### src/include/cafr_pkg.sv
// Package: register map, field masks, reset values and carrier types
package cafr_pkg;

  // Register byte offsets
  localparam logic [7:0] OFF_CTRL = 8'h00;
  localparam logic [7:0] OFF_STATUS = 8'h04;
  localparam logic [7:0] OFF_SECONDS = 8'h08;
  localparam logic [7:0] OFF_MINUTES = 8'h0c;
  localparam logic [7:0] OFF_HOURS = 8'h10;
  localparam logic [7:0] OFF_WEEKDAY = 8'h14;
  localparam logic [7:0] OFF_MONTHDAY = 8'h18;
  localparam logic [7:0] OFF_MONTH = 8'h1c;
  localparam logic [7:0] OFF_YEAR = 8'h20;
  localparam logic [7:0] OFF_ALARM_MINUTES = 8'h24;
  localparam logic [7:0] OFF_ALARM_HOURS = 8'h28;
  localparam logic [7:0] OFF_ALARM_WEEKDAY = 8'h2c;
  localparam logic [7:0] OFF_ALARM_MONTHDAY = 8'h30;

  // Control, status and alarm-enable bit positions
  localparam int CTRL_DECIMAL_BIT = 0;
  localparam int CTRL_CALENDAR_BIT = 1;
  localparam int STAT_FLAG_BIT = 0;
  localparam int STAT_MATCH_BIT = 1;
  localparam int ALARM_ENABLE_BIT = 7;

  // Writable/readable masks, binary and packed-decimal views
  localparam logic [15:0] MSK_SEC_BIN = 16'h003f;
  localparam logic [15:0] MSK_SEC_DEC = 16'h007f;
  localparam logic [15:0] MSK_MIN_BIN = 16'h003f;
  localparam logic [15:0] MSK_MIN_DEC = 16'h007f;
  localparam logic [15:0] MSK_HOUR_BIN = 16'h001f;
  localparam logic [15:0] MSK_HOUR_DEC = 16'h003f;
  localparam logic [15:0] MSK_DOW = 16'h0007;
  localparam logic [15:0] MSK_DAY_BIN = 16'h001f;
  localparam logic [15:0] MSK_DAY_DEC = 16'h003f;
  localparam logic [15:0] MSK_MON_BIN = 16'h000f;
  localparam logic [15:0] MSK_MON_DEC = 16'h001f;
  localparam logic [15:0] MSK_YEAR_BIN = 16'h0fff;
  localparam logic [15:0] MSK_YEAR_DEC = 16'h7fff;
  localparam logic [15:0] MSK_ALARM_EN = 16'h0080;

  // Reset values
  localparam logic RST_DECIMAL = 1'b0;
  localparam logic RST_CALENDAR = 1'b1;
  localparam logic [7:0] RST_FIELD = 8'h00;
  localparam logic [15:0] RST_YEAR = 16'h0000;

  typedef struct packed {
    logic [7:0] seconds_field_reg;
    logic [7:0] minutes_field_reg;
    logic [7:0] hours_field_reg;
    logic [7:0] weekday_field_reg;
    logic [7:0] monthday_field_reg;
    logic [7:0] month_field_reg;
    logic [15:0] year_field_reg;
  } cafr_time_t;

  typedef struct packed {
    logic [7:0] alarm_minutes_reg;
    logic [7:0] alarm_hours_reg;
    logic [7:0] alarm_weekday_reg;
    logic [7:0] alarm_monthday_reg;
  } cafr_alarm_t;

  typedef struct packed {
    cafr_time_t cal;
    cafr_alarm_t alm;
    logic decimal_format_select;
    logic calendar_select;
    logic alarm_flag;
    logic match_d;
    logic event_p;
    logic [31:0] prdata;
    logic pslverr;
  } cafr_state_t;

endpackage

### src/hw/cafr_regs.sv
// Calendar and alarm field registers with APB slave and alarm matcher
`timescale 1ns/1ps
`default_nettype none

module cafr_regs
  import cafr_pkg::*;
(
  input wire logic REF_CLK,
  input wire logic RST_N,
  input wire logic PSEL,
  input wire logic PENABLE,
  input wire logic PWRITE,
  input wire logic [7:0] PADDR,
  input wire logic [31:0] PWDATA,
  input wire logic [3:0] PSTRB,
  output logic [31:0] PRDATA,
  output logic PREADY,
  output logic PSLVERR,
  input wire logic CNT_LOAD,
  input wire cafr_time_t CNT_TIME,
  output cafr_time_t CAL_TIME,
  output logic DECIMAL_MODE,
  output logic CALENDAR_MODE,
  output logic ALARM_MATCH,
  output logic ALARM_EVENT
);

  cafr_state_t state_reg;
  cafr_state_t state_next;
  logic dec_eff;
  logic setup_phase;
  logic write_access;
  logic [15:0] lane_mask;
  logic match_now;
  logic any_enabled;
  logic all_match;
  logic min_ok;
  logic hour_ok;
  logic dow_ok;
  logic day_ok;
  logic [7:0] sec_load;
  logic [7:0] min_load;
  logic [7:0] hour_load;
  logic [7:0] dow_load;
  logic [7:0] day_load;
  logic [7:0] mon_load;
  logic [15:0] year_load;

  // Field mask for an offset in the selected format
  function automatic logic [15:0] field_mask(input logic [7:0] off, input logic dec);
    logic [15:0] m;
    m = 16'h0000;
    unique case (off)
      OFF_SECONDS: m = dec ? MSK_SEC_DEC : MSK_SEC_BIN;
      OFF_MINUTES: m = dec ? MSK_MIN_DEC : MSK_MIN_BIN;
      OFF_HOURS: m = dec ? MSK_HOUR_DEC : MSK_HOUR_BIN;
      OFF_WEEKDAY: m = MSK_DOW;
      OFF_MONTHDAY: m = dec ? MSK_DAY_DEC : MSK_DAY_BIN;
      OFF_MONTH: m = dec ? MSK_MON_DEC : MSK_MON_BIN;
      OFF_YEAR: m = dec ? MSK_YEAR_DEC : MSK_YEAR_BIN;
      OFF_ALARM_MINUTES: m = MSK_ALARM_EN | (dec ? MSK_MIN_DEC : MSK_MIN_BIN);
      OFF_ALARM_HOURS: m = MSK_ALARM_EN | (dec ? MSK_HOUR_DEC : MSK_HOUR_BIN);
      OFF_ALARM_WEEKDAY: m = MSK_ALARM_EN | MSK_DOW;
      OFF_ALARM_MONTHDAY: m = MSK_ALARM_EN | (dec ? MSK_DAY_DEC : MSK_DAY_BIN);
      default: m = 16'h0000;
    endcase
    return m;
  endfunction

  // Offset decode
  function automatic logic is_mapped(input logic [7:0] off);
    logic hit;
    hit = 1'b0;
    unique case (off)
      OFF_CTRL, OFF_STATUS, OFF_SECONDS, OFF_MINUTES, OFF_HOURS, OFF_WEEKDAY,
      OFF_MONTHDAY, OFF_MONTH, OFF_YEAR, OFF_ALARM_MINUTES, OFF_ALARM_HOURS,
      OFF_ALARM_WEEKDAY, OFF_ALARM_MONTHDAY: hit = 1'b1;
      default: hit = 1'b0;
    endcase
    return hit;
  endfunction

  // Raw stored value of a field register
  function automatic logic [15:0] raw_field(input logic [7:0] off, input cafr_state_t s);
    logic [15:0] v;
    v = 16'h0000;
    unique case (off)
      OFF_SECONDS: v = {8'h00, s.cal.seconds_field_reg};
      OFF_MINUTES: v = {8'h00, s.cal.minutes_field_reg};
      OFF_HOURS: v = {8'h00, s.cal.hours_field_reg};
      OFF_WEEKDAY: v = {8'h00, s.cal.weekday_field_reg};
      OFF_MONTHDAY: v = {8'h00, s.cal.monthday_field_reg};
      OFF_MONTH: v = {8'h00, s.cal.month_field_reg};
      OFF_YEAR: v = s.cal.year_field_reg;
      OFF_ALARM_MINUTES: v = {8'h00, s.alm.alarm_minutes_reg};
      OFF_ALARM_HOURS: v = {8'h00, s.alm.alarm_hours_reg};
      OFF_ALARM_WEEKDAY: v = {8'h00, s.alm.alarm_weekday_reg};
      OFF_ALARM_MONTHDAY: v = {8'h00, s.alm.alarm_monthday_reg};
      default: v = 16'h0000;
    endcase
    return v;
  endfunction

  // Software view: stored bits seen through the current format
  function automatic logic [31:0] read_view(input logic [7:0] off, input cafr_state_t s,
                                            input logic dec);
    logic [31:0] r;
    r = 32'h0000_0000;
    if (off == OFF_CTRL) begin
      r[CTRL_DECIMAL_BIT] = s.decimal_format_select;
      r[CTRL_CALENDAR_BIT] = s.calendar_select;
    end else if (off == OFF_STATUS) begin
      r[STAT_FLAG_BIT] = s.alarm_flag;
      r[STAT_MATCH_BIT] = s.match_d;
    end else begin
      r = {16'h0000, raw_field(off, s) & field_mask(off, dec)};
    end
    return r;
  endfunction

  assign dec_eff = state_reg.decimal_format_select & state_reg.calendar_select;
  assign setup_phase = PSEL & ~PENABLE;
  assign write_access = PSEL & PENABLE & PWRITE;
  assign lane_mask = {{8{PSTRB[1]}}, {8{PSTRB[0]}}};

  // Per-field alarm comparators
  cafr_field_cmp #(
    .FIELD_W(8)
  ) min_cmp_u (
    .alarm_val(state_reg.alm.alarm_minutes_reg),
    .cal_val(state_reg.cal.minutes_field_reg),
    .cmp_mask(8'(field_mask(OFF_ALARM_MINUTES, dec_eff) & ~MSK_ALARM_EN)),
    .enable(state_reg.alm.alarm_minutes_reg[ALARM_ENABLE_BIT]),
    .field_ok(min_ok)
  );
  cafr_field_cmp #(
    .FIELD_W(8)
  ) hour_cmp_u (
    .alarm_val(state_reg.alm.alarm_hours_reg),
    .cal_val(state_reg.cal.hours_field_reg),
    .cmp_mask(8'(field_mask(OFF_ALARM_HOURS, dec_eff) & ~MSK_ALARM_EN)),
    .enable(state_reg.alm.alarm_hours_reg[ALARM_ENABLE_BIT]),
    .field_ok(hour_ok)
  );
  cafr_field_cmp #(
    .FIELD_W(8)
  ) dow_cmp_u (
    .alarm_val(state_reg.alm.alarm_weekday_reg),
    .cal_val(state_reg.cal.weekday_field_reg),
    .cmp_mask(8'(field_mask(OFF_ALARM_WEEKDAY, dec_eff) & ~MSK_ALARM_EN)),
    .enable(state_reg.alm.alarm_weekday_reg[ALARM_ENABLE_BIT]),
    .field_ok(dow_ok)
  );
  cafr_field_cmp #(
    .FIELD_W(8)
  ) day_cmp_u (
    .alarm_val(state_reg.alm.alarm_monthday_reg),
    .cal_val(state_reg.cal.monthday_field_reg),
    .cmp_mask(8'(field_mask(OFF_ALARM_MONTHDAY, dec_eff) & ~MSK_ALARM_EN)),
    .enable(state_reg.alm.alarm_monthday_reg[ALARM_ENABLE_BIT]),
    .field_ok(day_ok)
  );

  // Counter load values cut to the current format
  cafr_load_mask #(
    .FIELD_W(8)
  ) sec_load_u (
    .raw_val(CNT_TIME.seconds_field_reg),
    .keep_mask(8'(field_mask(OFF_SECONDS, dec_eff))),
    .kept_val(sec_load)
  );
  cafr_load_mask #(
    .FIELD_W(8)
  ) min_load_u (
    .raw_val(CNT_TIME.minutes_field_reg),
    .keep_mask(8'(field_mask(OFF_MINUTES, dec_eff))),
    .kept_val(min_load)
  );
  cafr_load_mask #(
    .FIELD_W(8)
  ) hour_load_u (
    .raw_val(CNT_TIME.hours_field_reg),
    .keep_mask(8'(field_mask(OFF_HOURS, dec_eff))),
    .kept_val(hour_load)
  );
  cafr_load_mask #(
    .FIELD_W(8)
  ) dow_load_u (
    .raw_val(CNT_TIME.weekday_field_reg),
    .keep_mask(8'(field_mask(OFF_WEEKDAY, dec_eff))),
    .kept_val(dow_load)
  );
  cafr_load_mask #(
    .FIELD_W(8)
  ) day_load_u (
    .raw_val(CNT_TIME.monthday_field_reg),
    .keep_mask(8'(field_mask(OFF_MONTHDAY, dec_eff))),
    .kept_val(day_load)
  );
  cafr_load_mask #(
    .FIELD_W(8)
  ) mon_load_u (
    .raw_val(CNT_TIME.month_field_reg),
    .keep_mask(8'(field_mask(OFF_MONTH, dec_eff))),
    .kept_val(mon_load)
  );
  cafr_load_mask #(
    .FIELD_W(16)
  ) year_load_u (
    .raw_val(CNT_TIME.year_field_reg),
    .keep_mask(field_mask(OFF_YEAR, dec_eff)),
    .kept_val(year_load)
  );

  // Alarm comparison on the present calendar
  always_comb begin
    any_enabled = state_reg.alm.alarm_minutes_reg[ALARM_ENABLE_BIT]
                | state_reg.alm.alarm_hours_reg[ALARM_ENABLE_BIT]
                | state_reg.alm.alarm_weekday_reg[ALARM_ENABLE_BIT]
                | state_reg.alm.alarm_monthday_reg[ALARM_ENABLE_BIT];
    all_match = min_ok & hour_ok & dow_ok & day_ok;
    match_now = any_enabled & all_match;
  end

  // Next state
  always_comb begin
    logic [15:0] merged;
    merged = 16'h0000;
    state_next = state_reg;
    state_next.event_p = 1'b0;

    // Load from the counting logic, seen through the current format
    if (CNT_LOAD) begin
      state_next.cal.seconds_field_reg = sec_load;
      state_next.cal.minutes_field_reg = min_load;
      state_next.cal.hours_field_reg = hour_load;
      state_next.cal.weekday_field_reg = dow_load;
      state_next.cal.monthday_field_reg = day_load;
      state_next.cal.month_field_reg = mon_load;
      state_next.cal.year_field_reg = year_load;
    end

    // Setup phase captures read data and error
    if (setup_phase) begin
      state_next.pslverr = ~is_mapped(PADDR);
      state_next.prdata = (PWRITE || !is_mapped(PADDR)) ? 32'h0000_0000
                                                        : read_view(PADDR, state_reg, dec_eff);
    end

    // Software write wins over a counter load on the same register
    if (write_access && is_mapped(PADDR)) begin
      merged = (raw_field(PADDR, state_reg) & ~lane_mask) | (PWDATA[15:0] & lane_mask);
      merged = merged & field_mask(PADDR, dec_eff);
      unique case (PADDR)
        OFF_CTRL: begin
          if (PSTRB[0]) begin
            state_next.decimal_format_select = PWDATA[CTRL_DECIMAL_BIT];
            state_next.calendar_select = PWDATA[CTRL_CALENDAR_BIT];
          end
        end
        OFF_STATUS: begin
          if (PSTRB[0] && PWDATA[STAT_FLAG_BIT]) begin
            state_next.alarm_flag = 1'b0;
          end
        end
        OFF_SECONDS: state_next.cal.seconds_field_reg = merged[7:0];
        OFF_MINUTES: state_next.cal.minutes_field_reg = merged[7:0];
        OFF_HOURS: state_next.cal.hours_field_reg = merged[7:0];
        OFF_WEEKDAY: state_next.cal.weekday_field_reg = merged[7:0];
        OFF_MONTHDAY: state_next.cal.monthday_field_reg = merged[7:0];
        OFF_MONTH: state_next.cal.month_field_reg = merged[7:0];
        OFF_YEAR: state_next.cal.year_field_reg = merged;
        OFF_ALARM_MINUTES: state_next.alm.alarm_minutes_reg = merged[7:0];
        OFF_ALARM_HOURS: state_next.alm.alarm_hours_reg = merged[7:0];
        OFF_ALARM_WEEKDAY: state_next.alm.alarm_weekday_reg = merged[7:0];
        OFF_ALARM_MONTHDAY: state_next.alm.alarm_monthday_reg = merged[7:0];
        default: state_next.pslverr = state_reg.pslverr;
      endcase
    end

    // Rising match raises the event; set beats a clear in the same cycle
    state_next.match_d = match_now;
    if (match_now && !state_reg.match_d) begin
      state_next.event_p = 1'b1;
      state_next.alarm_flag = 1'b1;
    end
  end

  always_ff @(posedge REF_CLK or negedge RST_N) begin
    if (!RST_N) begin
      state_reg.cal.seconds_field_reg <= RST_FIELD;
      state_reg.cal.minutes_field_reg <= RST_FIELD;
      state_reg.cal.hours_field_reg <= RST_FIELD;
      state_reg.cal.weekday_field_reg <= RST_FIELD;
      state_reg.cal.monthday_field_reg <= RST_FIELD;
      state_reg.cal.month_field_reg <= RST_FIELD;
      state_reg.cal.year_field_reg <= RST_YEAR;
      state_reg.alm.alarm_minutes_reg <= RST_FIELD;
      state_reg.alm.alarm_hours_reg <= RST_FIELD;
      state_reg.alm.alarm_weekday_reg <= RST_FIELD;
      state_reg.alm.alarm_monthday_reg <= RST_FIELD;
      state_reg.decimal_format_select <= RST_DECIMAL;
      state_reg.calendar_select <= RST_CALENDAR;
      state_reg.alarm_flag <= 1'b0;
      state_reg.match_d <= 1'b0;
      state_reg.event_p <= 1'b0;
      state_reg.prdata <= 32'h0000_0000;
      state_reg.pslverr <= 1'b0;
    end else begin
      state_reg <= state_next;
    end
  end

  // Outputs
  assign PREADY = 1'b1;
  assign PRDATA = state_reg.prdata;
  assign PSLVERR = state_reg.pslverr & PSEL & PENABLE;
  assign DECIMAL_MODE = dec_eff;
  assign CALENDAR_MODE = state_reg.calendar_select;
  assign ALARM_MATCH = state_reg.match_d;
  assign ALARM_EVENT = state_reg.event_p;
  assign CAL_TIME = state_reg.cal;

endmodule

// Alarm field comparator; a disabled field always agrees
module cafr_field_cmp #(
  parameter int FIELD_W = 8
) (
  input wire logic [FIELD_W-1:0] alarm_val,
  input wire logic [FIELD_W-1:0] cal_val,
  input wire logic [FIELD_W-1:0] cmp_mask,
  input wire logic enable,
  output logic field_ok
);
  assign field_ok = !enable || ((alarm_val & cmp_mask) == (cal_val & cmp_mask));
endmodule

// Counter load value cut to the bits of the current format
module cafr_load_mask #(
  parameter int FIELD_W = 8
) (
  input wire logic [FIELD_W-1:0] raw_val,
  input wire logic [FIELD_W-1:0] keep_mask,
  output logic [FIELD_W-1:0] kept_val
);
  assign kept_val = raw_val & keep_mask;
endmodule

`default_nettype wire

### config.mk
export PLATFORM = sky130hd
export DESIGN_NAME = cafr_regs
export DESIGN_NICKNAME = d
export VERILOG_FILES = /design/src/include/cafr_pkg.sv /design/src/hw/cafr_regs.sv
export SDC_FILE = /design/constraint.sdc
export NUM_CORES = 1
export LEC_CHECK = 0
export BUFFER_PORTS_ARGS = -buffer_cell sky130_fd_sc_hd__buf_2
export CAP_MARGIN = 30
export CORE_MARGIN = 2
export CORE_UTILIZATION = 55
export CTS_BUF_LIST = sky130_fd_sc_hd__clkbuf_8
export CTS_CLUSTER_DIAMETER = 100
export DETAILED_ROUTE_END_ITERATION = 7
export GPL_TIMING_DRIVEN = 0
export PLACE_DENSITY = 0.84
export SKIP_LAST_GASP = 1
export SLEW_MARGIN = 20
export SYNTH_ARGS = -nofsm -noshare
export SYNTH_HDL_FRONTEND = slang
export SYNTH_SLANG_ARGS = --single-unit
### constraint.sdc
create_clock -name REF_CLK -period 2.65 [get_ports REF_CLK]
set_input_delay 0.1325 -clock REF_CLK [delete_from_list [all_inputs] [get_ports REF_CLK]]
set_output_delay 0.1325 -clock REF_CLK [all_outputs]
set_load 0.01 [all_outputs]
==> impl_metrics.prom, run 1 <==
# TYPE chip_impl_metric gauge
chip_impl_metric{name="cp.arrival",unit="ns"} 2.85
chip_impl_metric{name="final.period_utilization",unit="%"} 97.4
chip_impl_metric{name="max_freq",unit="MHz"} 388
chip_impl_info{name="synthFlopType",value="dfrtp_1"} 1
chip_impl_metric{name="synth-edff-count",unit=""} 0
chip_impl_info{name="timing.setup.critical_path_class",value="input pin to flop"} 1
chip_impl_metric{name="area_fraction_in_compound_gates_after_synthesis",unit="%"} 17.9
chip_impl_metric{name="post-cts-setup-buffer-count",unit=""} 0
chip_impl_metric{name="drt_pass1_iterations",unit=""} 5
chip_impl_metric{name="total_cts_buffers",unit=""} 17
chip_impl_metric{name="postLayoutCoreUtil",unit="%"} 69.7
chip_impl_metric{name="synth-xor-area-share",unit="%"} 2.55
chip_impl_metric{name="seq_area_frac_synth",unit="%"} 38.7
chip_impl_metric{name="timing.slew.headroom",unit="%"} 23.9
chip_impl_info{name="cts_tree",value="done"} 1
chip_impl_metric{name="max_cap_viol_count",unit=""} 0
chip_impl_info{name="timing.critical_path.from_type",value="input pin"} 1
chip_impl_metric{name="fin_ws",unit="ns"} 0.0696
chip_impl_metric{name="htree_levels",unit=""} 4
chip_impl_metric{name="synthArstFlopShare",unit="%"} 100
chip_impl_metric{name="area_growth_syn_to_layout",unit="%"} 23.0
chip_impl_metric{name="postSynthAreaPerCell",unit="sq um"} 9.32
chip_impl_metric{name="clkLatencyLatePin",unit="ns"} 0.45
chip_impl_metric{name="final_setup_violation_count",unit=""} 0
chip_impl_metric{name="place_congestion",unit=""} 1.04
chip_impl_metric{name="tightestPinTransition",unit="ns"} 1.13
chip_impl_metric{name="core",unit="sq um"} 13300
chip_impl_metric{name="routed_wire_length_per_instance",unit="microns"} 22.1
chip_impl_metric{name="max_ffs_per_register",unit=""} 64
chip_impl_metric{name="skew",unit="ns"} 0.0105
chip_impl_metric{name="number_of_antenna_violations_at_the_first_check_in_global_routing",unit=""} 0
chip_impl_metric{name="ys.warnings.count",unit=""} 0
chip_impl_info{name="status",value="finished, final reports clean"} 1
chip_impl_metric{name="final_nets",unit=""} 1140
chip_impl_metric{name="yosys.area_share.simple",unit="%"} 18.2
chip_impl_metric{name="drive_above_1_share",unit="%"} 35.1
chip_impl_info{name="synth_area_leaders",value="dfrtp_1 (38%), buf_4 (9.6%), mux2_2 (4.9%)"} 1
chip_impl_info{name="worstHoldEndpoint",value="CAL_TIME[33]"} 1
chip_impl_metric{name="num_antenna_cells",unit=""} 0
chip_impl_metric{name="rows",unit=""} 42
chip_impl_metric{name="synth.cell_area",unit="sq um"} 7570
chip_impl_metric{name="timing.final.crit_period",unit="ns"} 2.58
chip_impl_metric{name="avgViaCountPerCell",unit=""} 6.10
chip_impl_metric{name="port_buffers",unit=""} 160
chip_impl_info{name="r2r-start",value="CAL_TIME[35]"} 1
chip_impl_info{name="yosys.area.top_type",value="dfrtp_1"} 1
chip_impl_metric{name="synth_mux_area_share",unit="%"} 9.47
chip_impl_info{name="final_cell_mix",value="buf_2 (174), dfrtp_1 (116), buf_4 (99)"} 1
chip_impl_info{name="rr_endpoint",value="CAL_TIME[3]"} 1
chip_impl_metric{name="clock_sink_count",unit=""} 117
chip_impl_metric{name="power_density",unit="nW/um^2"} 476
chip_impl_metric{name="postSynthRegisterBits",unit=""} 117
chip_impl_metric{name="synth.top_cell.area_share",unit="%"} 38.4
chip_impl_metric{name="grt_remaining_overflow",unit=""} 0
chip_impl_metric{name="post_route_antenna_net_violation_count",unit=""} 0
chip_impl_metric{name="first_global_vias",unit=""} 6918
chip_impl_metric{name="post_synth_num_cell_types",unit=""} 76
chip_impl_metric{name="clkTransAtPathRegs",unit="ns"} 0.07
chip_impl_info{name="cp-end-kind",value="flop"} 1
chip_impl_metric{name="die-area",unit="sq um"} 14700
chip_impl_metric{name="reg2regPathDepth",unit=""} 6
chip_impl_metric{name="maximum_fanout_along_the_worst_path",unit=""} 10
chip_impl_metric{name="worst-r2r-setup-slack",unit="ns"} 0.16
chip_impl_info{name="synth_top_family_by_area",value="simple AND/OR/NAND/NOR gates"} 1
chip_impl_metric{name="initial_utilization",unit="%"} 56.7
chip_impl_info{name="commonest_non_fill_non_tap_cell_in_the_layout",value="buf_2"} 1
chip_impl_metric{name="io_pins",unit=""} 216
chip_impl_metric{name="die_height",unit="microns"} 121
chip_impl_metric{name="via_count",unit=""} 7405
chip_impl_info{name="hp-class",value="input pin to flop"} 1
chip_impl_metric{name="postRouteWirelength",unit="microns"} 26900
chip_impl_info{name="min_from",value="CNT_TIME[33]"} 1
chip_impl_metric{name="timing.hold.worst_path_depth",unit=""} 3
chip_impl_metric{name="power.static_leakage",unit="nW"} 4.44
chip_impl_metric{name="drt-initial-drc-count",unit=""} 861
chip_impl_metric{name="cts_max_path_buffers",unit=""} 2
chip_impl_metric{name="gr-usage-all-layers",unit="%"} 37.3
chip_impl_metric{name="placement.setup.worst_slack",unit="ns"} -0.316
chip_impl_metric{name="fp.dieW",unit="microns"} 121
chip_impl_metric{name="detailedPlacementHpwl",unit="microns"} 19800
chip_impl_metric{name="drv_slew",unit=""} 0
chip_impl_metric{name="synth-adder-area-share",unit="%"} 0
chip_impl_metric{name="global_route_wire_length_before_repair",unit="microns"} 40700
chip_impl_info{name="root_buffer",value="clkbuf_8"} 1
chip_impl_metric{name="timing_hold_violations_final",unit=""} 0
chip_impl_metric{name="syn-instance-count",unit=""} 812
chip_impl_metric{name="drc",unit=""} 0
chip_impl_metric{name="cp_data_required_time",unit="ns"} 2.92
chip_impl_info{name="rsz_0062_raised_after_global_routing",value="no"} 1
chip_impl_metric{name="power.ir.vdd_worst",unit="mV"} 0.336
chip_impl_metric{name="grt_start_max_net_pins",unit=""} 68
## synth_stat cells, types with 4 or more instances
cell      count
a211oi_1      5
a21oi_1      28
a221o_1       7
a22o_1        9
a22oi_1      12
a31oi_1       4
a32o_1        4
and2_1       18
and3_1       13
and3b_1       6
buf_2        13
buf_4        97
buf_6         4
clkbuf_1     32
dfrtp_1     116
inv_1         6
mux2_2       33
mux2i_1      30
nand2_1      83
nand2b_1      4
nand3_1      17
nand4_1      10
nor2_1       36
nor2b_1       9
nor3_1       14
nor3b_1       4
nor4_1        5
nor4_2        4
o211ai_1      6
o21ai_0      56
o21ai_1       7
o31a_1        4
o31ai_1      20
o41ai_1       7
or3_1         9
xnor2_1      16
xor2_1        6
## worst max path at each step
stage	startpoint	end	slack, ns	depth (start not counted)
3_3_place_gp	PADDR[2]	CAL_TIME[51]	-1.04	8
2_1_floorplan	PADDR[6]	state_reg[43]	0.58	8
5_1_grt	CAL_TIME[59]	CAL_TIME[3]	0.05	6
6_report	PADDR[3]	CAL_TIME[52]	0.07	9
3_5_place_dp	PADDR[1]	state_reg[64]	-0.32	8
4_1_cts	CAL_TIME[35]	CAL_TIME[3]	0.11	6
## timing repair
item / 4_1_cts / 5_1_grt
gates resized for setup: 0 / 3
hold endpoints to repair: 63 / 0
endpoints found under the setup margin: 0 / 14
hold buffers: 14 / 0
## through the flow
| stage | setup TNS [ns] | hold slack, ns | instance area [sq um] | power [mW] | std cells |
|---|---|---|---|---|---|
| floorplan | 0 | -0.163 | 7630 | 2.40 | 828 |
| global placement | -21.79 | 0.370 | 8650 | 2.69 | 1164 |
| detailed placement | -9.89 | 0.108 | 8730 | 2.71 | 1168 |
| CTS | 0 | 0.000407 | 9280 | 4.41 | 1213 |
| global route | 0 | 0.0274 | 9310 | 4.58 | 1214 |
| finish | 0 | 0.00756 | 9310 | 4.44 | 1214 |
## layer usage
layer	up-vias	GRT usage [%]	share of wire, %
met5	-	0	0
met4	0	15.2	3.4
met3	82	7.85	10
met2	471	56.7	45
met1	3578	52.1	41
li1	3274	-	-
## cell type report
type,instances,area (sq um)
fill,1090,4040
multi-input combinational,555,3750
sequential,117,2930
timing repair buffer,179,1000
buffer,149,971
clock buffer,18,248
tap,176,220
clock inverter,13,160
inverter,7,26.3
## critical path: stages
cell	delay, ns
buf_2	0.10
buf_2	0.21
buf_2	0.30
buf_2	0.37
mux2i_1	0.26
nand2_1	0.09
a32o_1	0.31
a211oi_2	0.79
o21ai_0	0.28
## power breakdown
group          internal [mW]  switching [mW]  total (mW)
Sequential              1.85          0.0929        1.95
Combinational          0.371           0.408       0.779
Clock                  0.944           0.767        1.71
## logic make-up (layout without fill, tap and decap cells)
family | count (synthesis) | after routing
xor+xnor | 22 | 22
compound gates | 198 | 198
buf+inv | 156 | 366
other cells | 2 | 18
flops | 117 | 117
mux | 65 | 65
simple gates | 252 | 252
Note: power is estimated with default switching activity, not from simulation.
==> run 2: changes to the inputs <==
Settings changed: CORE_MARGIN 2 to 8.
==> impl_metrics.prom, run 2 (synthesized netlist as in run 1, its figures left out) <==
# TYPE chip_impl_metric gauge
chip_impl_metric{name="htree_levels",unit=""} 4
chip_impl_metric{name="cts_max_path_buffers",unit=""} 2
chip_impl_info{name="commonest_non_fill_non_tap_cell_in_the_layout",value="buf_2"} 1
chip_impl_info{name="path_delay_family",value="compound AO/OA/AOI/OAI gates"} 1
chip_impl_metric{name="core",unit="sq um"} 13700
chip_impl_metric{name="cellInternalPower",unit="mW"} 3.28
chip_impl_metric{name="max_freq",unit="MHz"} 389
chip_impl_metric{name="drt-initial-drc-count",unit=""} 835
chip_impl_metric{name="place_congestion",unit=""} 1.01
chip_impl_metric{name="p_sw",unit="mW"} 1.23
chip_impl_metric{name="final_cell_area",unit="sq um"} 9350
chip_impl_metric{name="port_buffers",unit=""} 160
chip_impl_info{name="min_from",value="CNT_TIME[51]"} 1
chip_impl_metric{name="timing.final.crit_period",unit="ns"} 2.57
chip_impl_metric{name="reg2regPathDepth",unit=""} 5
chip_impl_metric{name="place.detailed.instances",unit=""} 1171
chip_impl_metric{name="power.combinational.fraction",unit="%"} 17.3
chip_impl_metric{name="initial_utilization",unit="%"} 55.4
chip_impl_info{name="root_buffer",value="clkbuf_8"} 1
chip_impl_metric{name="clock_sink_count",unit=""} 117
chip_impl_metric{name="power_switching_share",unit="%"} 27.3
chip_impl_metric{name="area_growth_syn_to_layout",unit="%"} 23.6
chip_impl_metric{name="avgViaCountPerCell",unit=""} 5.98
chip_impl_metric{name="via_count",unit=""} 7292
chip_impl_metric{name="final.period_utilization",unit="%"} 97.1
chip_impl_metric{name="timing_hold_violations_final",unit=""} 0
chip_impl_info{name="timing.critical_path.from_type",value="input pin"} 1
chip_impl_metric{name="gr-usage-all-layers",unit="%"} 31.0
chip_impl_metric{name="placedInstanceArea",unit="sq um"} 8740
chip_impl_metric{name="die-area",unit="sq um"} 17800
chip_impl_info{name="timing.setup.critical_path_class",value="input pin to flop"} 1
chip_impl_metric{name="total_cts_buffers",unit=""} 17
chip_impl_metric{name="drt_pass1_iterations",unit=""} 7
chip_impl_metric{name="final_setup_violation_count",unit=""} 0
chip_impl_metric{name="max_stage_delay",unit="ns"} 0.74
chip_impl_metric{name="maximum_fanout_along_the_worst_path",unit=""} 10
chip_impl_metric{name="max_cap_viol_count",unit=""} 0
chip_impl_metric{name="drive_above_1_share",unit="%"} 34.8
chip_impl_metric{name="timing.hold.worst_path_depth",unit=""} 4
chip_impl_metric{name="layoutNonFillerInstCount",unit=""} 1220
chip_impl_info{name="cp_common_cell",value="buf_2"} 1
chip_impl_info{name="crit_path_max_delay_cell_type",value="o21ai_1"} 1
chip_impl_metric{name="global_route_wire_length_before_repair",unit="microns"} 42500
chip_impl_metric{name="fp.dieW",unit="microns"} 133
chip_impl_metric{name="skew",unit="ns"} 0.0131
chip_impl_metric{name="postRouteWirelength",unit="microns"} 27500
chip_impl_info{name="rr_endpoint",value="state_reg[40]"} 1
chip_impl_metric{name="timing.slew.headroom",unit="%"} 32.6
chip_impl_metric{name="timing.critical_path.buf_inv",unit=""} 4
chip_impl_metric{name="drc",unit=""} 0
chip_impl_metric{name="routed_wire_length_per_instance",unit="microns"} 22.5
chip_impl_metric{name="clkLatencyLatePin",unit="ns"} 0.46
chip_impl_metric{name="num_antenna_cells",unit=""} 0
chip_impl_metric{name="grt_remaining_overflow",unit=""} 0
chip_impl_metric{name="clockPowerShare",unit="%"} 39.5
chip_impl_metric{name="clkTransAtPathRegs",unit="ns"} 0.07
chip_impl_info{name="cts_tree",value="done"} 1
chip_impl_info{name="worstHoldEndpoint",value="CAL_TIME[51]"} 1
chip_impl_metric{name="cp_data_required_time",unit="ns"} 2.94
chip_impl_metric{name="max_ffs_per_register",unit=""} 64
chip_impl_metric{name="final_nets",unit=""} 1142
chip_impl_metric{name="drv_slew",unit=""} 0
chip_impl_metric{name="number_of_antenna_violations_at_the_first_check_in_global_routing",unit=""} 0
chip_impl_info{name="r2r-start",value="state_reg[48]"} 1
chip_impl_metric{name="post-cts-setup-buffer-count",unit=""} 0
chip_impl_metric{name="first_global_vias",unit=""} 7332
chip_impl_metric{name="io_pins",unit=""} 216
chip_impl_metric{name="power.static_leakage",unit="nW"} 4.47
chip_impl_info{name="hp-class",value="input pin to flop"} 1
chip_impl_info{name="path_cells",value="buf_2 -> buf_2 -> buf_2 -> buf_2 -> mux4_2 -> nand3_1 -> o311ai_0 -> o21ai_1 -> o21ai_0"} 1
chip_impl_metric{name="post_route_antenna_net_violation_count",unit=""} 0
chip_impl_info{name="final_cell_mix",value="buf_2 (173), dfrtp_1 (116), buf_4 (99)"} 1
chip_impl_info{name="status",value="finished, final reports clean"} 1
chip_impl_info{name="cp-end-kind",value="flop"} 1
chip_impl_metric{name="rows",unit=""} 43
chip_impl_metric{name="power.ir.vdd_worst",unit="mV"} 0.384
chip_impl_metric{name="die_height",unit="microns"} 133
chip_impl_metric{name="power_density",unit="nW/um^2"} 483
chip_impl_metric{name="share_seq_of_total_power",unit="%"} 43.1
chip_impl_metric{name="detailedPlacementHpwl",unit="microns"} 20600
chip_impl_metric{name="grt_start_max_net_pins",unit=""} 62
chip_impl_metric{name="tightestPinTransition",unit="ns"} 1.00
chip_impl_metric{name="worst-r2r-setup-slack",unit="ns"} 0.22
chip_impl_metric{name="cp.arrival",unit="ns"} 2.87
chip_impl_info{name="rsz_0062_raised_after_global_routing",value="no"} 1
run 2: cell types whose count changed in the layout (fill, tap and decap cells not counted), moves of 2 or more:
| cell | change |
|---|---|
| clkinv_4 | -2 |
| inv_1 | +2 |
| clkinvlp_4 | -3 |
| dlygate4sd3_1 | +2 |
run 2: cell type report:
cell class / instances / area (sq um)
Sequential cell: 117 / 2930
Inverter: 7 / 26.3
Tap cell: 180 / 225
Clock inverter: 12 / 163
Buffer: 149 / 971
Clock buffer: 19 / 262
Multi-Input combinational cell: 555 / 3750
Timing Repair Buffer: 181 / 1020
Fill cell: 1161 / 4310
run 2: layer usage:
layer	GRT usage, %	part of all wire [%]
met1	40.5	40
met2	47.1	46
met3	8.92	11
met4	12.9	3.3
met5	0	0
run 2: worst max path at each step:
stage                  start             to  slack, ns  cells after the start
floorplan           PADDR[6]  state_reg[43]       0.58                      8
global placement    PADDR[2]  state_reg[65]      -0.64                      8
detailed placement  PADDR[3]   CAL_TIME[62]      -0.42                      8
CTS                 PADDR[3]   CAL_TIME[62]       0.05                      8
global route        PADDR[3]  state_reg[56]       0.07                      9
finish              PADDR[3]  state_reg[40]       0.08                      9
run 2: tightest hold or removal path: cells and delay by family:
| family | cells | cell delay [ns] |
|---|---|---|
| muxes | 1 | 0.13 |
| AOI/OAI and AO/OA | 1 | 0.06 |
| and+or+nand+nor | 1 | 0.04 |
| buffers and inverters | 1 | 0.07 |
run 2: repair_timing:
| item | 4_1_cts | 5_1_grt |
|---|---|---|
| gates resized for setup | 0 | 1 |
| endpoints found under the hold margin | 71 | 0 |
| hold buffers | 16 | 0 |
| endpoints found under the setup margin | 0 | 5 |
run 2: metrics by stage:
step                setup WS, ns  power, mW  setup TNS (ns)  hold slack [ns]  util, %
floorplan                  0.576       2.40               0           -0.163        -
global placement          -0.643       2.70          -20.72            0.368     63.3
detailed placement        -0.419       2.72           -8.23            0.130     64.0
CTS                       0.0538       4.49               0         0.000580     68.3
global route              0.0691       4.65               0          0.00807     68.4
finish                    0.0770       4.51               0          0.00680     68.4
run 2: power by group through the flow:
stage                     clock (mW)  sequential (mW)  combinational, mW
after global placement             0             1.97              0.727
after floorplan                    0             1.94              0.470
after detailed placement           0             1.97              0.747
after global routing            1.86             1.95              0.839
after CTS                       1.78             1.94              0.770
final                           1.78             1.95              0.783
==> run 3: changes to the inputs <==
Settings changed: REMOVE_ABC_BUFFERS from default to 1.
==> impl_metrics.prom, run 3 (synthesized netlist as in run 1, its figures left out) <==
# TYPE chip_impl_metric gauge
chip_impl_metric{name="clkLatencyLatePin",unit="ns"} 0.46
chip_impl_metric{name="max_freq",unit="MHz"} 404
chip_impl_metric{name="drive_above_1_share",unit="%"} 28.5
chip_impl_metric{name="maximum_fanout_along_the_worst_path",unit=""} 30
chip_impl_info{name="cp-end-kind",value="flop"} 1
chip_impl_metric{name="clkTransAtPathRegs",unit="ns"} 0.07
chip_impl_metric{name="core",unit="sq um"} 13700
chip_impl_metric{name="grt_remaining_overflow",unit=""} 0
chip_impl_metric{name="area_growth_syn_to_layout",unit="%"} 12.7
chip_impl_metric{name="p_sw",unit="mW"} 1.18
chip_impl_metric{name="cp.arrival",unit="ns"} 2.83
chip_impl_metric{name="total_power",unit="mW"} 4.23
chip_impl_metric{name="layoutNonFillerInstCount",unit=""} 1091
chip_impl_metric{name="drv_slew",unit=""} 0
chip_impl_metric{name="avgViaCountPerCell",unit=""} 6.10
chip_impl_metric{name="cellInternalPower",unit="mW"} 3.05
chip_impl_metric{name="fp.dieW",unit="microns"} 133
chip_impl_metric{name="port_buffers",unit=""} 163
chip_impl_metric{name="timing.final.crit_period",unit="ns"} 2.48
chip_impl_info{name="path_cells",value="buf_2 -> nor4b_2 -> o211ai_1 -> and3_1 -> a211o_1 -> o21ai_0"} 1
chip_impl_metric{name="timing_hold_violations_final",unit=""} 0
chip_impl_metric{name="timing.hold.worst_path_depth",unit=""} 4
chip_impl_metric{name="reg2regPathDepth",unit=""} 5
chip_impl_metric{name="timing.slew.headroom",unit="%"} 41.9
chip_impl_metric{name="worst-r2r-setup-slack",unit="ns"} 0.32
chip_impl_info{name="rr_endpoint",value="CAL_TIME[56]"} 1
chip_impl_info{name="status",value="finished, final reports clean"} 1
chip_impl_metric{name="power.static_leakage",unit="nW"} 3.92
chip_impl_metric{name="drt_pass1_iterations",unit=""} 5
chip_impl_metric{name="cp_data_required_time",unit="ns"} 3.01
chip_impl_metric{name="post_route_antenna_net_violation_count",unit=""} 0
chip_impl_info{name="final_cell_mix",value="buf_2 (164), dfrtp_1 (116), nand2_1 (83)"} 1
chip_impl_metric{name="power_switching_share",unit="%"} 27.9
chip_impl_metric{name="tightestPinTransition",unit="ns"} 0.870
chip_impl_info{name="root_buffer",value="clkbuf_8"} 1
chip_impl_metric{name="detailedPlacementHpwl",unit="microns"} 17400
chip_impl_metric{name="global_route_wire_length_before_repair",unit="microns"} 37400
chip_impl_metric{name="max_ffs_per_register",unit=""} 64
chip_impl_metric{name="final_setup_violation_count",unit=""} 0
chip_impl_metric{name="share_seq_of_total_power",unit="%"} 45.8
chip_impl_metric{name="final.period_utilization",unit="%"} 93.4
chip_impl_metric{name="gr-usage-all-layers",unit="%"} 26.9
chip_impl_metric{name="htree_levels",unit=""} 4
chip_impl_metric{name="place_congestion",unit=""} 0.976
chip_impl_info{name="worstHoldEndpoint",value="CAL_TIME[16]"} 1
chip_impl_info{name="crit_path_max_delay_cell_type",value="nor4b_2"} 1
chip_impl_metric{name="die-area",unit="sq um"} 17800
chip_impl_metric{name="power.combinational.fraction",unit="%"} 15.4
chip_impl_metric{name="cts_max_path_buffers",unit=""} 2
chip_impl_info{name="timing.critical_path.from_type",value="input pin"} 1
chip_impl_info{name="hp-class",value="input pin to flop"} 1
chip_impl_metric{name="grt_start_max_net_pins",unit=""} 69
chip_impl_metric{name="drt-initial-drc-count",unit=""} 770
chip_impl_info{name="timing.setup.critical_path_class",value="input pin to flop"} 1
chip_impl_metric{name="clock_sink_count",unit=""} 117
chip_impl_metric{name="first_global_vias",unit=""} 6624
chip_impl_info{name="r2r-start",value="CAL_TIME[32]"} 1
chip_impl_metric{name="drc",unit=""} 0
chip_impl_metric{name="die_height",unit="microns"} 133
chip_impl_metric{name="rows",unit=""} 43
chip_impl_metric{name="total_cts_buffers",unit=""} 17
chip_impl_metric{name="place.detailed.instances",unit=""} 1029
chip_impl_metric{name="power_density",unit="nW/um^2"} 496
chip_impl_info{name="rsz_0062_raised_after_global_routing",value="no"} 1
chip_impl_metric{name="max_stage_delay",unit="ns"} 0.81
chip_impl_metric{name="skew",unit="ns"} 0.0125
chip_impl_metric{name="clockPowerShare",unit="%"} 38.8
chip_impl_metric{name="io_pins",unit=""} 216
chip_impl_info{name="commonest_non_fill_non_tap_cell_in_the_layout",value="buf_2"} 1
chip_impl_metric{name="via_count",unit=""} 6656
chip_impl_metric{name="final_nets",unit=""} 1011
chip_impl_info{name="min_from",value="CNT_TIME[16]"} 1
chip_impl_metric{name="initial_utilization",unit="%"} 55.4
chip_impl_metric{name="max_cap_viol_count",unit=""} 0
chip_impl_metric{name="number_of_antenna_violations_at_the_first_check_in_global_routing",unit=""} 1
chip_impl_info{name="cts_tree",value="done"} 1
chip_impl_metric{name="postRouteWirelength",unit="microns"} 24200
chip_impl_metric{name="power.ir.vdd_worst",unit="mV"} 0.313
chip_impl_metric{name="routed_wire_length_per_instance",unit="microns"} 22.1
[run 3: layer usage]
metal,wire length [microns],up-vias,GRT usage [%]
met4,839,0,12.4
li1,-,3013,-
met1,9930,3215,34.3
met2,11000,362,40.7
met5,0,-,0
met3,2410,66,8.62
[run 3: area by class of cell]
type                            instances  area, sq um
Multi-Input combinational cell        555         3760
Inverter                                7         26.3
Antenna cell                            1         2.50
Sequential cell                       117         2930
Clock inverter                         11          108
Tap cell                              180          225
Timing Repair Buffer                  199         1190
Clock buffer                           21          289
Fill cell                            1137         5140
[run 3: how the worst max path moves through the flow]
stage / from / to / slack [ns]
2_1_floorplan: PADDR[2] / CAL_TIME[0] / 0.20
3_3_place_gp: PADDR[2] / CAL_TIME[24] / -1.52
3_5_place_dp: PADDR[2] / CAL_TIME[54] / -0.38
4_1_cts: PADDR[2] / state_reg[68] / 0.1
5_1_grt: PADDR[3] / state_reg[64] / 0.13
6_report: PADDR[3] / CAL_TIME[56] / 0.17
[run 3: metrics by stage]
step | hold WS (ns) | setup WS (ns) | utilization (%) | area, sq um | TNS (ns)
after floorplan | -0.163 | 0.198 | - | 6660 | 0
after global placement | 0.367 | -1.52 | 56.3 | 7700 | -91.57
after detailed placement | 0.106 | -0.384 | 57.4 | 7840 | -10.38
after CTS | 0.000183 | 0.0998 | 62.1 | 8480 | 0
after global routing | 0.0123 | 0.133 | 62.4 | 8530 | 0
final | 0.0189 | 0.174 | 62.4 | 8530 | 0
[run 3: what timing repair did]
| action | in CTS | in global routing |
|---|---|---|
| hold buffers | 25 | 0 |
| resized for setup | 0 | 0 |
| hold endpoints to repair | 72 | 0 |
| endpoints found under the setup margin | 0 | 1 |
| setup buffers | 0 | 1 |
[run 3: power by group through the flow]
| stage | Combinational [mW] | Clock [mW] | Sequential (mW) |
|---|---|---|---|
| detailed placement | 0.609 | 0 | 1.97 |
| global route | 0.703 | 1.73 | 1.95 |
| finish | 0.651 | 1.64 | 1.94 |
| global placement | 0.589 | 0 | 1.97 |
| floorplan | 0.265 | 0 | 1.97 |
| CTS | 0.641 | 1.66 | 1.94 |
[run 3: worst max-delay path: cells and delay by family]
| family | cells | cell delay, ns |
|---|---|---|
| AND/OR/NAND/NOR | 2 | 1.09 |
| AO/OA/AOI/OAI | 3 | 1.03 |
| buffers and inverters | 1 | 0.55 |
